--- config.mk ---
export PLATFORM = sky130hd
export DESIGN_NAME = pcie_completer_request_framer_flat
export DESIGN_NICKNAME = d
export VERILOG_FILES = /design/src/cq_framer_pkg.sv /design/src/cq_link_if.sv /design/src/pcie_completer_request_framer.sv /design/src/flat_wrapper.sv
export SDC_FILE = /design/constraint.sdc
export NUM_CORES = 1
export LEC_CHECK = 0
export BUFFER_PORTS_ARGS = -buffer_cell sky130_fd_sc_hd__buf_4
export CAP_MARGIN = 30
export CORE_AREA = 2 2 191 193
export DETAILED_ROUTE_END_ITERATION = 8
export DIE_AREA = 0 0 193 195
export PLACE_DENSITY_LB_ADDON = 0.3
export SLEW_MARGIN = 20
export SYNTH_ARGS = -nofsm -noshare
export SYNTH_HDL_FRONTEND = slang
export SYNTH_SLANG_ARGS = --single-unit
--- constraint.sdc ---
create_clock -name sys_clk -period 13.82 [get_ports sys_clk]
set_input_delay 2.073 -clock sys_clk [delete_from_list [all_inputs] [get_ports sys_clk]]
set_output_delay 2.073 -clock sys_clk [all_outputs]
set_load 0.03 [all_outputs]
--- src/cq_framer_pkg.sv ---
// Shared constants and types for the completer-request framer and its client end.
`default_nettype none
package cq_framer_pkg;
  localparam int DATA_W = 64;
  localparam int KEEP_W = DATA_W / 32;
  localparam int BEATS_PER_DESC = 128 / DATA_W;
  localparam int DESC_W = 128;
  localparam int SEQ_W = 4;
  localparam int USER_W = 8;
  // Descriptor field positions.
  localparam int AT_LSB = 0;
  localparam int ADDR_LSB = 2;
  localparam int ADDR_MSB = 63;
  localparam int DWC_LSB = 64;
  localparam int DWC_MSB = 74;
  localparam int TYPE_LSB = 75;
  localparam int TYPE_MSB = 78;
  localparam int GAP_BIT = 79;
  localparam int RID_LSB = 80;
  localparam int RID_MSB = 95;
  localparam int TAG_LSB = 96;
  localparam int TAG_MSB = 103;
  localparam int FUNC_LSB = 104;
  localparam int FUNC_MSB = 111;
  localparam int BAR_LSB = 112;
  localparam int BAR_MSB = 114;
  localparam int ATTR_LSB = 124;
  localparam int ATTR_MSB = 126;
  // Count and BAR values.
  localparam logic [10:0] DWC_MAX = 11'h100;
  localparam logic [10:0] DWC_ONE = 11'h001;
  localparam logic [2:0] BAR_ROM = 3'h6;
  // Request layout classes.
  typedef enum logic [3:0] {
    LAYOUT_MEM = 4'b0001,
    LAYOUT_VDM = 4'b0010,
    LAYOUT_ATS = 4'b0100,
    LAYOUT_MSG = 4'b1000
  } layout_t;
  // Framer states.
  typedef enum logic [2:0] {
    ST_IDLE = 3'b001,
    ST_DESC = 3'b010,
    ST_DATA = 3'b100
  } frame_state_t;
  // One decoded request header as it arrives from the link side.
  typedef struct packed {
    layout_t layout;
    logic [1:0] addr_type;
    logic addr64;
    logic [63:0] addr;
    logic [10:0] dword_count;
    logic zero_length;
    logic is_io;
    logic [3:0] req_type;
    logic [15:0] requester_id;
    logic [7:0] tag;
    logic [7:0] target_func;
    logic [2:0] bar_id;
    logic [2:0] attr;
    logic [63:0] msg_low;
    logic [3:0] first_byte_enables;
  } req_hdr_t;
  localparam int HDR_W = $bits(req_hdr_t);
endpackage
`default_nettype wire

--- src/cq_link_if.sv ---
// Stream and ordering-echo interface between the endpoint end and the client end.
`default_nettype none
interface cq_link_if
  import cq_framer_pkg::*;
(
  input wire logic sys_clk,
  input wire logic nrst
);
  logic [DATA_W-1:0] tdata;
  logic [KEEP_W-1:0] tkeep;
  logic tlast;
  logic tvalid;
  logic tready;
  logic [USER_W-1:0] request_sideband_out;
  logic [SEQ_W-1:0] order_tag_echo;
  logic order_tag_echo_valid;
  modport endpoint (
    input sys_clk, nrst, tready,
    output tdata, tkeep, tlast, tvalid, request_sideband_out, order_tag_echo, order_tag_echo_valid
  );
  modport client (
    input sys_clk, nrst, tdata, tkeep, tlast, tvalid, request_sideband_out, order_tag_echo, order_tag_echo_valid,
    output tready
  );
endinterface
`default_nettype wire

--- src/pcie_completer_request_framer.sv ---
// Endpoint end: frames link requests into completer-request packets and echoes order tags.
//
// Function
// - Never reorder requests or completions per source.
// - Client attaches 4-bit order tag to request.
// - Echo tag with valid pulse once committed.
// - Client holds ordered completion until tag echoed.
// - Client holds ordered MSI until tag echoed.
// - All client signals on one user clock.
// - Stream data width 64, 128 or 256; this build fixes DATA_W at 64.
// - Request and completion paths run independently.
// - One packet per request: descriptor, then payload.
// - Descriptor fills first 16 bytes.
// - Four descriptor layouts chosen by request class; build_desc gives VDM, ATS and MSG one shared layout.
// - Bits 1:0 carry address type.
// - Bits 63:2 Dword address; upper zero if 32-bit.
// - Bits 74:64 Dword count, I/O and zero-length one.
// - Bits 78:75 carry request type code.
// - Client keeps requester ID and tag.
// - Bits 111:104 carry target function.
// - Client combines byte enables with Dword address.
// - Bits 114:112 carry BAR number.
// - Bits 126:124 carry attributes.
`default_nettype none
module pcie_completer_request_framer
  import cq_framer_pkg::*;
(
  cq_link_if.endpoint cq,
  input wire logic hdr_valid,
  output logic hdr_ready,
  input wire logic [HDR_W-1:0] hdr_in,
  input wire logic pay_valid,
  output logic pay_ready,
  input wire logic [DATA_W-1:0] pay_data,
  input wire logic [KEEP_W-1:0] pay_keep,
  input wire logic pay_last,
  input wire logic commit_valid,
  input wire logic [SEQ_W-1:0] commit_tag,
  input wire logic cc_valid,
  output logic cc_ready,
  input wire logic [DATA_W-1:0] cc_data,
  input wire logic cc_last,
  output logic [DATA_W-1:0] tx_data,
  output logic tx_valid,
  output logic tx_last,
  input wire logic tx_ready
);
  // Clock and reset come through the link, so both ends share one clock domain.
  wire logic sys_clk = cq.sys_clk;
  wire logic nrst = cq.nrst;

  // One stream beat as held in the skid buffer.
  typedef struct packed {
    logic [DATA_W-1:0] data;
    logic [KEEP_W-1:0] keep;
    logic last;
    logic [USER_W-1:0] user;
  } beat_t;

  frame_state_t state;
  req_hdr_t hdr;
  logic has_payload;
  logic [DESC_W-1:0] desc;
  logic [$clog2(BEATS_PER_DESC+1)-1:0] desc_beat;
  beat_t buf_mem [2];
  logic [1:0] buf_count;
  logic buf_wr_ptr;
  logic buf_rd_ptr;
  logic in_valid;
  logic in_ready;
  beat_t in_beat;
  req_hdr_t hdr_new;

  // Builds the descriptor for the layout class of the request.
  function automatic logic [DESC_W-1:0] build_desc(input req_hdr_t h);
    logic [DESC_W-1:0] d;
    d = '0;
    unique case (h.layout)
      LAYOUT_MEM: begin
        if (!h.is_io) begin
          d[AT_LSB+1:AT_LSB] = h.addr_type;
        end
        d[ADDR_MSB:ADDR_LSB] = h.addr[63:2];
        if (!h.addr64) begin
          d[ADDR_MSB:32] = '0;
        end
        d[FUNC_MSB:FUNC_LSB] = h.target_func;
        d[BAR_MSB:BAR_LSB] = h.bar_id;
      end
      LAYOUT_VDM, LAYOUT_ATS, LAYOUT_MSG: begin
        d[63:0] = h.msg_low;
      end
      default: begin
        d = '0;
      end
    endcase
    if (h.layout == LAYOUT_MEM && (h.is_io || h.zero_length)) begin
      d[DWC_MSB:DWC_LSB] = DWC_ONE;
    end else if (h.dword_count > DWC_MAX) begin
      d[DWC_MSB:DWC_LSB] = DWC_MAX;
    end else begin
      d[DWC_MSB:DWC_LSB] = h.dword_count;
    end
    d[TYPE_MSB:TYPE_LSB] = h.req_type;
    d[GAP_BIT] = 1'b0;
    d[RID_MSB:RID_LSB] = h.requester_id;
    d[TAG_MSB:TAG_LSB] = h.tag;
    d[ATTR_MSB:ATTR_LSB] = h.attr;
    return d;
  endfunction

  // Sideband carries first byte enables; zero-length requests clear them.
  function automatic logic [USER_W-1:0] build_user(input req_hdr_t h);
    logic [USER_W-1:0] u;
    u = '0;
    u[3:0] = h.zero_length ? 4'h0 : h.first_byte_enables;
    return u;
  endfunction

  assign desc = build_desc(hdr);
  // Header word viewed as its fields before it is latched.
  assign hdr_new = req_hdr_t'(hdr_in);

  // Framer sequencing: one request at a time keeps link order intact.
  always_ff @(posedge sys_clk or negedge nrst) begin
    if (!nrst) begin
      state <= ST_IDLE;
      hdr <= '0;
      has_payload <= 1'b0;
      desc_beat <= '0;
    end else begin
      unique case (state)
        ST_IDLE: begin
          if (hdr_valid) begin
            hdr <= hdr_new;
            has_payload <= (hdr_new.dword_count != 11'h000) && !hdr_new.zero_length;
            desc_beat <= '0;
            state <= ST_DESC;
          end
        end
        ST_DESC: begin
          if (in_ready) begin
            if (desc_beat == $bits(desc_beat)'(BEATS_PER_DESC - 1)) begin
              state <= has_payload ? ST_DATA : ST_IDLE;
            end else begin
              desc_beat <= desc_beat + 1'b1;
            end
          end
        end
        ST_DATA: begin
          if (pay_valid && in_ready && pay_last) begin
            state <= ST_IDLE;
          end
        end
        default: begin
          state <= ST_IDLE;
        end
      endcase
    end
  end

  assign hdr_ready = (state == ST_IDLE);
  assign pay_ready = (state == ST_DATA) && in_ready;

  // Beat selection into the buffer: descriptor slices first, payload after.
  always_comb begin
    in_beat = '0;
    in_valid = 1'b0;
    in_beat.user = build_user(hdr);
    if (state == ST_DESC) begin
      in_valid = 1'b1;
      in_beat.data = desc[desc_beat*DATA_W +: DATA_W];
      in_beat.keep = '1;
      in_beat.last = (desc_beat == $bits(desc_beat)'(BEATS_PER_DESC - 1)) && !has_payload;
    end else if (state == ST_DATA) begin
      in_valid = pay_valid;
      in_beat.data = pay_data;
      in_beat.keep = pay_keep;
      in_beat.last = pay_last;
    end
  end

  // Two-entry buffer so a client stall never drops a beat.
  assign in_ready = (buf_count != 2'd2);
  always_ff @(posedge sys_clk or negedge nrst) begin
    if (!nrst) begin
      buf_count <= 2'd0;
      buf_wr_ptr <= 1'b0;
      buf_rd_ptr <= 1'b0;
    end else begin
      if (in_valid && in_ready) begin
        buf_wr_ptr <= ~buf_wr_ptr;
      end
      if (cq.tvalid && cq.tready) begin
        buf_rd_ptr <= ~buf_rd_ptr;
      end
      buf_count <= buf_count + 2'((in_valid && in_ready) ? 1 : 0) - 2'((cq.tvalid && cq.tready) ? 1 : 0);
    end
  end

  // Storage for buffered beats; no reset needed on the data itself.
  always_ff @(posedge sys_clk) begin
    if (in_valid && in_ready) begin
      buf_mem[buf_wr_ptr] <= in_beat;
    end
  end

  assign cq.tvalid = (buf_count != 2'd0);
  assign cq.tdata = buf_mem[buf_rd_ptr].data;
  assign cq.tkeep = buf_mem[buf_rd_ptr].keep;
  assign cq.tlast = buf_mem[buf_rd_ptr].last & cq.tvalid;
  assign cq.request_sideband_out = buf_mem[buf_rd_ptr].user;

  // Order-tag echo: registered one cycle after the transmit stage commits.
  always_ff @(posedge sys_clk or negedge nrst) begin
    if (!nrst) begin
      cq.order_tag_echo <= '0;
      cq.order_tag_echo_valid <= 1'b0;
    end else begin
      cq.order_tag_echo_valid <= commit_valid;
      if (commit_valid) begin
        cq.order_tag_echo <= commit_tag;
      end
    end
  end

  // Completion path is separate from the request path, a plain pass-through.
  assign tx_data = cc_data;
  assign tx_valid = cc_valid;
  assign tx_last = cc_last;
  assign cc_ready = tx_ready;
endmodule
`default_nettype wire

--- src/flat_wrapper.sv ---
// flat-port wrapper written by rule: the top's interface ports become plain ports
module pcie_completer_request_framer_flat import cq_framer_pkg::*;
  (hdr_valid, hdr_ready, hdr_in, pay_valid, pay_ready, pay_data, pay_keep, pay_last, commit_valid, commit_tag, cc_valid, cc_ready, cc_data, cc_last, tx_data, tx_valid, tx_last, tx_ready, sys_clk, nrst, cq_tready, cq_tdata, cq_tkeep, cq_tlast, cq_tvalid, cq_request_sideband_out, cq_order_tag_echo, cq_order_tag_echo_valid);
  cq_link_if cq_i (.sys_clk(sys_clk), .nrst(nrst));
  input wire logic hdr_valid;
  output logic hdr_ready;
  input wire logic [HDR_W-1:0] hdr_in;
  input wire logic pay_valid;
  output logic pay_ready;
  input wire logic [DATA_W-1:0] pay_data;
  input wire logic [KEEP_W-1:0] pay_keep;
  input wire logic pay_last;
  input wire logic commit_valid;
  input wire logic [SEQ_W-1:0] commit_tag;
  input wire logic cc_valid;
  output logic cc_ready;
  input wire logic [DATA_W-1:0] cc_data;
  input wire logic cc_last;
  output logic [DATA_W-1:0] tx_data;
  output logic tx_valid;
  output logic tx_last;
  input wire logic tx_ready;
  input wire logic sys_clk;
  input wire logic nrst;
  input wire logic [$bits(cq_i.tready)-1:0] cq_tready;
  output wire logic [$bits(cq_i.tdata)-1:0] cq_tdata;
  output wire logic [$bits(cq_i.tkeep)-1:0] cq_tkeep;
  output wire logic [$bits(cq_i.tlast)-1:0] cq_tlast;
  output wire logic [$bits(cq_i.tvalid)-1:0] cq_tvalid;
  output wire logic [$bits(cq_i.request_sideband_out)-1:0] cq_request_sideband_out;
  output wire logic [$bits(cq_i.order_tag_echo)-1:0] cq_order_tag_echo;
  output wire logic [$bits(cq_i.order_tag_echo_valid)-1:0] cq_order_tag_echo_valid;
  assign cq_i.tready = cq_tready;
  assign cq_tdata = cq_i.tdata;
  assign cq_tkeep = cq_i.tkeep;
  assign cq_tlast = cq_i.tlast;
  assign cq_tvalid = cq_i.tvalid;
  assign cq_request_sideband_out = cq_i.request_sideband_out;
  assign cq_order_tag_echo = cq_i.order_tag_echo;
  assign cq_order_tag_echo_valid = cq_i.order_tag_echo_valid;
  pcie_completer_request_framer u_core (.cq(cq_i), .hdr_valid(hdr_valid), .hdr_ready(hdr_ready), .hdr_in(hdr_in), .pay_valid(pay_valid), .pay_ready(pay_ready), .pay_data(pay_data), .pay_keep(pay_keep), .pay_last(pay_last), .commit_valid(commit_valid), .commit_tag(commit_tag), .cc_valid(cc_valid), .cc_ready(cc_ready), .cc_data(cc_data), .cc_last(cc_last), .tx_data(tx_data), .tx_valid(tx_valid), .tx_last(tx_last), .tx_ready(tx_ready));
endmodule
==> flow_metrics.env <==
export IMPL_async_flop_share=0.593
export IMPL_reg2reg_to="u_core.buf_mem[1][37]$_DFFE_PP_"
export IMPL_power_density_nw_per_um2=215
export IMPL_synth_fa_ha_area_frac=0.00241
export IMPL_dp_cells=1764
export IMPL_start_kind="register"
export IMPL_synth_top_family_by_area="multiplexers"
export IMPL_overflow=0
export IMPL_fin_skew_ps=20.6
export IMPL_path_clk_slew_ps=60
export IMPL_grt_pass1_vias=10700
export IMPL_gp_congestion=0.810
export IMPL_drt_iter0_markers=496
export IMPL_chipWidth_microns=193
export IMPL_grt_pass1_wl_microns=62600
export IMPL_critical_path_max_stage_delay_ps=720
export IMPL_drt_vias_per_instance=5.54
export IMPL_clockRootBuffer="clkbuf_16"
export IMPL_wl_per_cell_microns=22.9
export IMPL_required_ps=11750
export IMPL_cp_common_cell="buf_4"
export IMPL_layout_drive_gt1_share=0.507
export IMPL_grt_max_degree=196
export IMPL_h_tree_depth=2
export IMPL_multi_input_area_sq_um=5120
export IMPL_hold_path_end="u_core.hdr[176]$_DFFE_PN0P_"
export IMPL_firstDrtPassIters=5
export IMPL_hold_path_depth=1
export IMPL_worst_pin_slew_ps=1330
export IMPL_synth_compound_area_frac=0.0861
export IMPL_wirelength_microns=42100
export IMPL_ys_seq_area_frac=0.607
export IMPL_seqCellArea_sq_um=9450
export IMPL_synth_area_per_cell_sq_um=14.4
export IMPL_grtUsageTotal=0.220
export IMPL_worstPathBufferInverterCount=2
export IMPL_area_growth_pct=23.4
export IMPL_setup_tns_ps=0
export IMPL_rsz0062_at_grt="false"
export IMPL_netlist_cell_type_count=59
export IMPL_cts_hold_buffers=0
export IMPL_cp_arrival_ps=2530
export IMPL_cts_tree="done"
export IMPL_synth_cell_area_sq_um=15600
export IMPL_synthCells=1081
export IMPL_fillCellCount=2972
export IMPL_post_cts_buffers=0
export IMPL_ys_flop_type="dfrtp_1"
export IMPL_fmax_mhz=217
export IMPL_ios=488
export IMPL_period_needed_ps=4610
export IMPL_synth_edff_count=142
export IMPL_leakage_uw=0.00779
export IMPL_finalNonFillerCells=1844
export IMPL_end_kind="primary output"
export IMPL_reg2reg_depth=6
export IMPL_core_sq_um=35400
export IMPL_rr_startpoint="u_core.state[2]$_DFFE_PN0P_"
export IMPL_die_area_sq_um=37600
export IMPL_ys_ff_latch=349
export IMPL_drtAntennaViolNets=0
export IMPL_max_slew_margin=0.111
export IMPL_cts_buffers=40
export IMPL_finalMaxSlewViolations=0
export IMPL_status="completed"
export IMPL_cts_buffer_depth=3
export IMPL_cts_sink_count=349
export IMPL_hold_path_class="reg -> reg"
export IMPL_path_max_fanout=44
export IMPL_synthSimpleGateAreaFrac=0.0415
export IMPL_holdCritStartpoint="u_core.hdr[176]$_DFFE_PN0P_"
export IMPL_synth_mux_area_frac=0.194
export IMPL_via_count=10200
export IMPL_numPortBuffers=347
export IMPL_fin_crit_sh=0.333
export IMPL_cap_viol_max_count=0
export IMPL_rows=69
export IMPL_cp_slowest_cell="dfrtp_4"
export IMPL_hpwlAfterDp_microns=27600
export IMPL_vdd_ir_drop_max_mv=0.161
export IMPL_antenna_found_initial=9
export IMPL_hold_viol_final=0
export IMPL_cts_resized=0
export IMPL_setup_viol=0
export IMPL_num_nets_final=1688
export IMPL_path_class="reg -> out"
export IMPL_worstPathCellList="buf_4 -> mux2_2 -> buf_4"
export IMPL_insertion_delay_ps=540
export IMPL_drcViolationCount=0
export IMPL_crit_family="buffers and inverters"
export IMPL_synth_xor_area_frac=0.00281
export IMPL_r2r_slack_ps=10160
export IMPL_synth_warnings=0
export IMPL_die_h_microns=195
export IMPL_start_util=0.440
## worst register-to-register path, cell delays in order (launching register included)
cell     delay [ps]
dfrtp_1         540
nor3b_4         250
buf_4           780
a21oi_1         250
nor2_1          260
and2_4          550
buf_4           630
## flip-flops by register name, indices dropped and copies added, names as in the netlist
register	count
u_core.buf_count	2
u_core.desc	31
u_core.cq.order_tag_echo	4
u_core.desc_beat	2
u_core.has_payload	1
u_core.buf_wr_ptr	1
u_core.hdr	161
u_core.state	3
u_core.buf_mem	142
u_core.cq.order_tag_echo_valid	1
u_core.buf_rd_ptr	1
## stage by stage
stage | instance area [sq um] | setup slack (ps) | hold slack [ps] | total power (uW) | util
floorplan | 15600 | 6250 | 438 | 2730 | -
global placement | 17900 | 9670 | 464 | 3100 | 0.506
detailed placement | 17900 | 9670 | 469 | 3140 | 0.506
CTS | 19200 | 9150 | 481 | 4160 | 0.541
global route | 19200 | 9100 | 496 | 4350 | 0.543
finish | 19200 | 9210 | 477 | 4130 | 0.543
## how the worst max path moves through the flow
stage                                       start                              to  slack [ps]  depth (start not counted)
floorplan                               pay_valid  u_core.buf_mem[0][0]$_DFFE_PP_        6250                          2
global placement                         tx_ready                        cc_ready        9670                          0
detailed placement                       tx_ready                        cc_ready        9670                          0
CTS                 u_core.buf_rd_ptr$_DFFE_PN0P_                    cq_tdata[35]        9150                          3
global route        u_core.buf_rd_ptr$_DFFE_PN0P_                     cq_tdata[8]        9100                          3
finish              u_core.buf_rd_ptr$_DFFE_PN0P_                    cq_tdata[23]        9210                          3
## placed cells by master (no fill, tap or decap), types with 16 or more instances in the layout
master | synthesis | layout
nand2_1 | 62 | 62
a221o_1 | 16 | 16
o21ai_0 | 49 | 49
dfrtp_1 | 206 | 204
a21oi_1 | 16 | 16
a221oi_1 | 46 | 46
clkbuf_16 | 0 | 41
mux2_2 | 258 | 258
edfxtp_1 | 142 | 142
buf_4 | 73 | 359
## synthesized netlist by cell type (4+ instances only)
master	instances	share of area
a21oi_1	16	0.0051
a221o_1	16	0.010
a221oi_1	46	0.026
and2_1	5	0.0020
and3_1	13	0.0052
buf_2	14	0.0045
buf_4	73	0.035
buf_6	25	0.018
clkbuf_1	28	0.0068
dfrtp_1	206	0.33
edfxtp_1	142	0.27
inv_1	5	0.0012
mux2_1	9	0.0065
mux2_2	258	0.19
nand2_1	62	0.015
nand3_1	4	0.0013
nor2_1	6	0.0014
nor2b_1	9	0.0036
nor4_1	4	0.0016
o211ai_1	4	0.0019
o21ai_0	49	0.016
o21ai_1	15	0.0048
o31a_1	4	0.0023
o31ai_1	11	0.0053
o31ai_2	5	0.0040
## logic make-up (layout without fill, tap and decap cells)
kind of cell | count (synthesis) | after routing
xor gates and xnor gates | 5 | 5
other | 1 | 9
adders and majority gates | 3 | 3
and+or+nand+nor | 122 | 122
AOI/OAI and AO/OA | 185 | 185
muxes | 268 | 268
DFF | 349 | 349
buffers and inverters | 148 | 442
## final cells by class
type,count,share of cell area
Clock buffer,61,0.0604
Clock inverter,12,0.00482
Sequential cell,349,0.492
Inverter,6,0.00117
Tap cell,461,0.0300
Timing Repair Buffer,363,0.145
Multi-Input combinational cell,587,0.267
Antenna cell,5,0.000651
## routing by layer
layer / up-vias / wire, microns / share of wire / GRT usage
li1: 4541 / - / - / -
met1: 5169 / 16200 / 0.38 / 0.267
met2: 377 / 20800 / 0.49 / 0.371
met3: 113 / 3430 / 0.081 / 0.0581
met4: 8 / 1650 / 0.039 / 0.0892
met5: - / 60 / 0.0014 / 0
## power by group
part | total, uW | internal (uW) | switching [uW]
Sequential | 1670 | 1460 | 209
Combinational | 1450 | 678 | 768
Clock | 1010 | 599 | 412
Power figures use the tool's default switching activity.
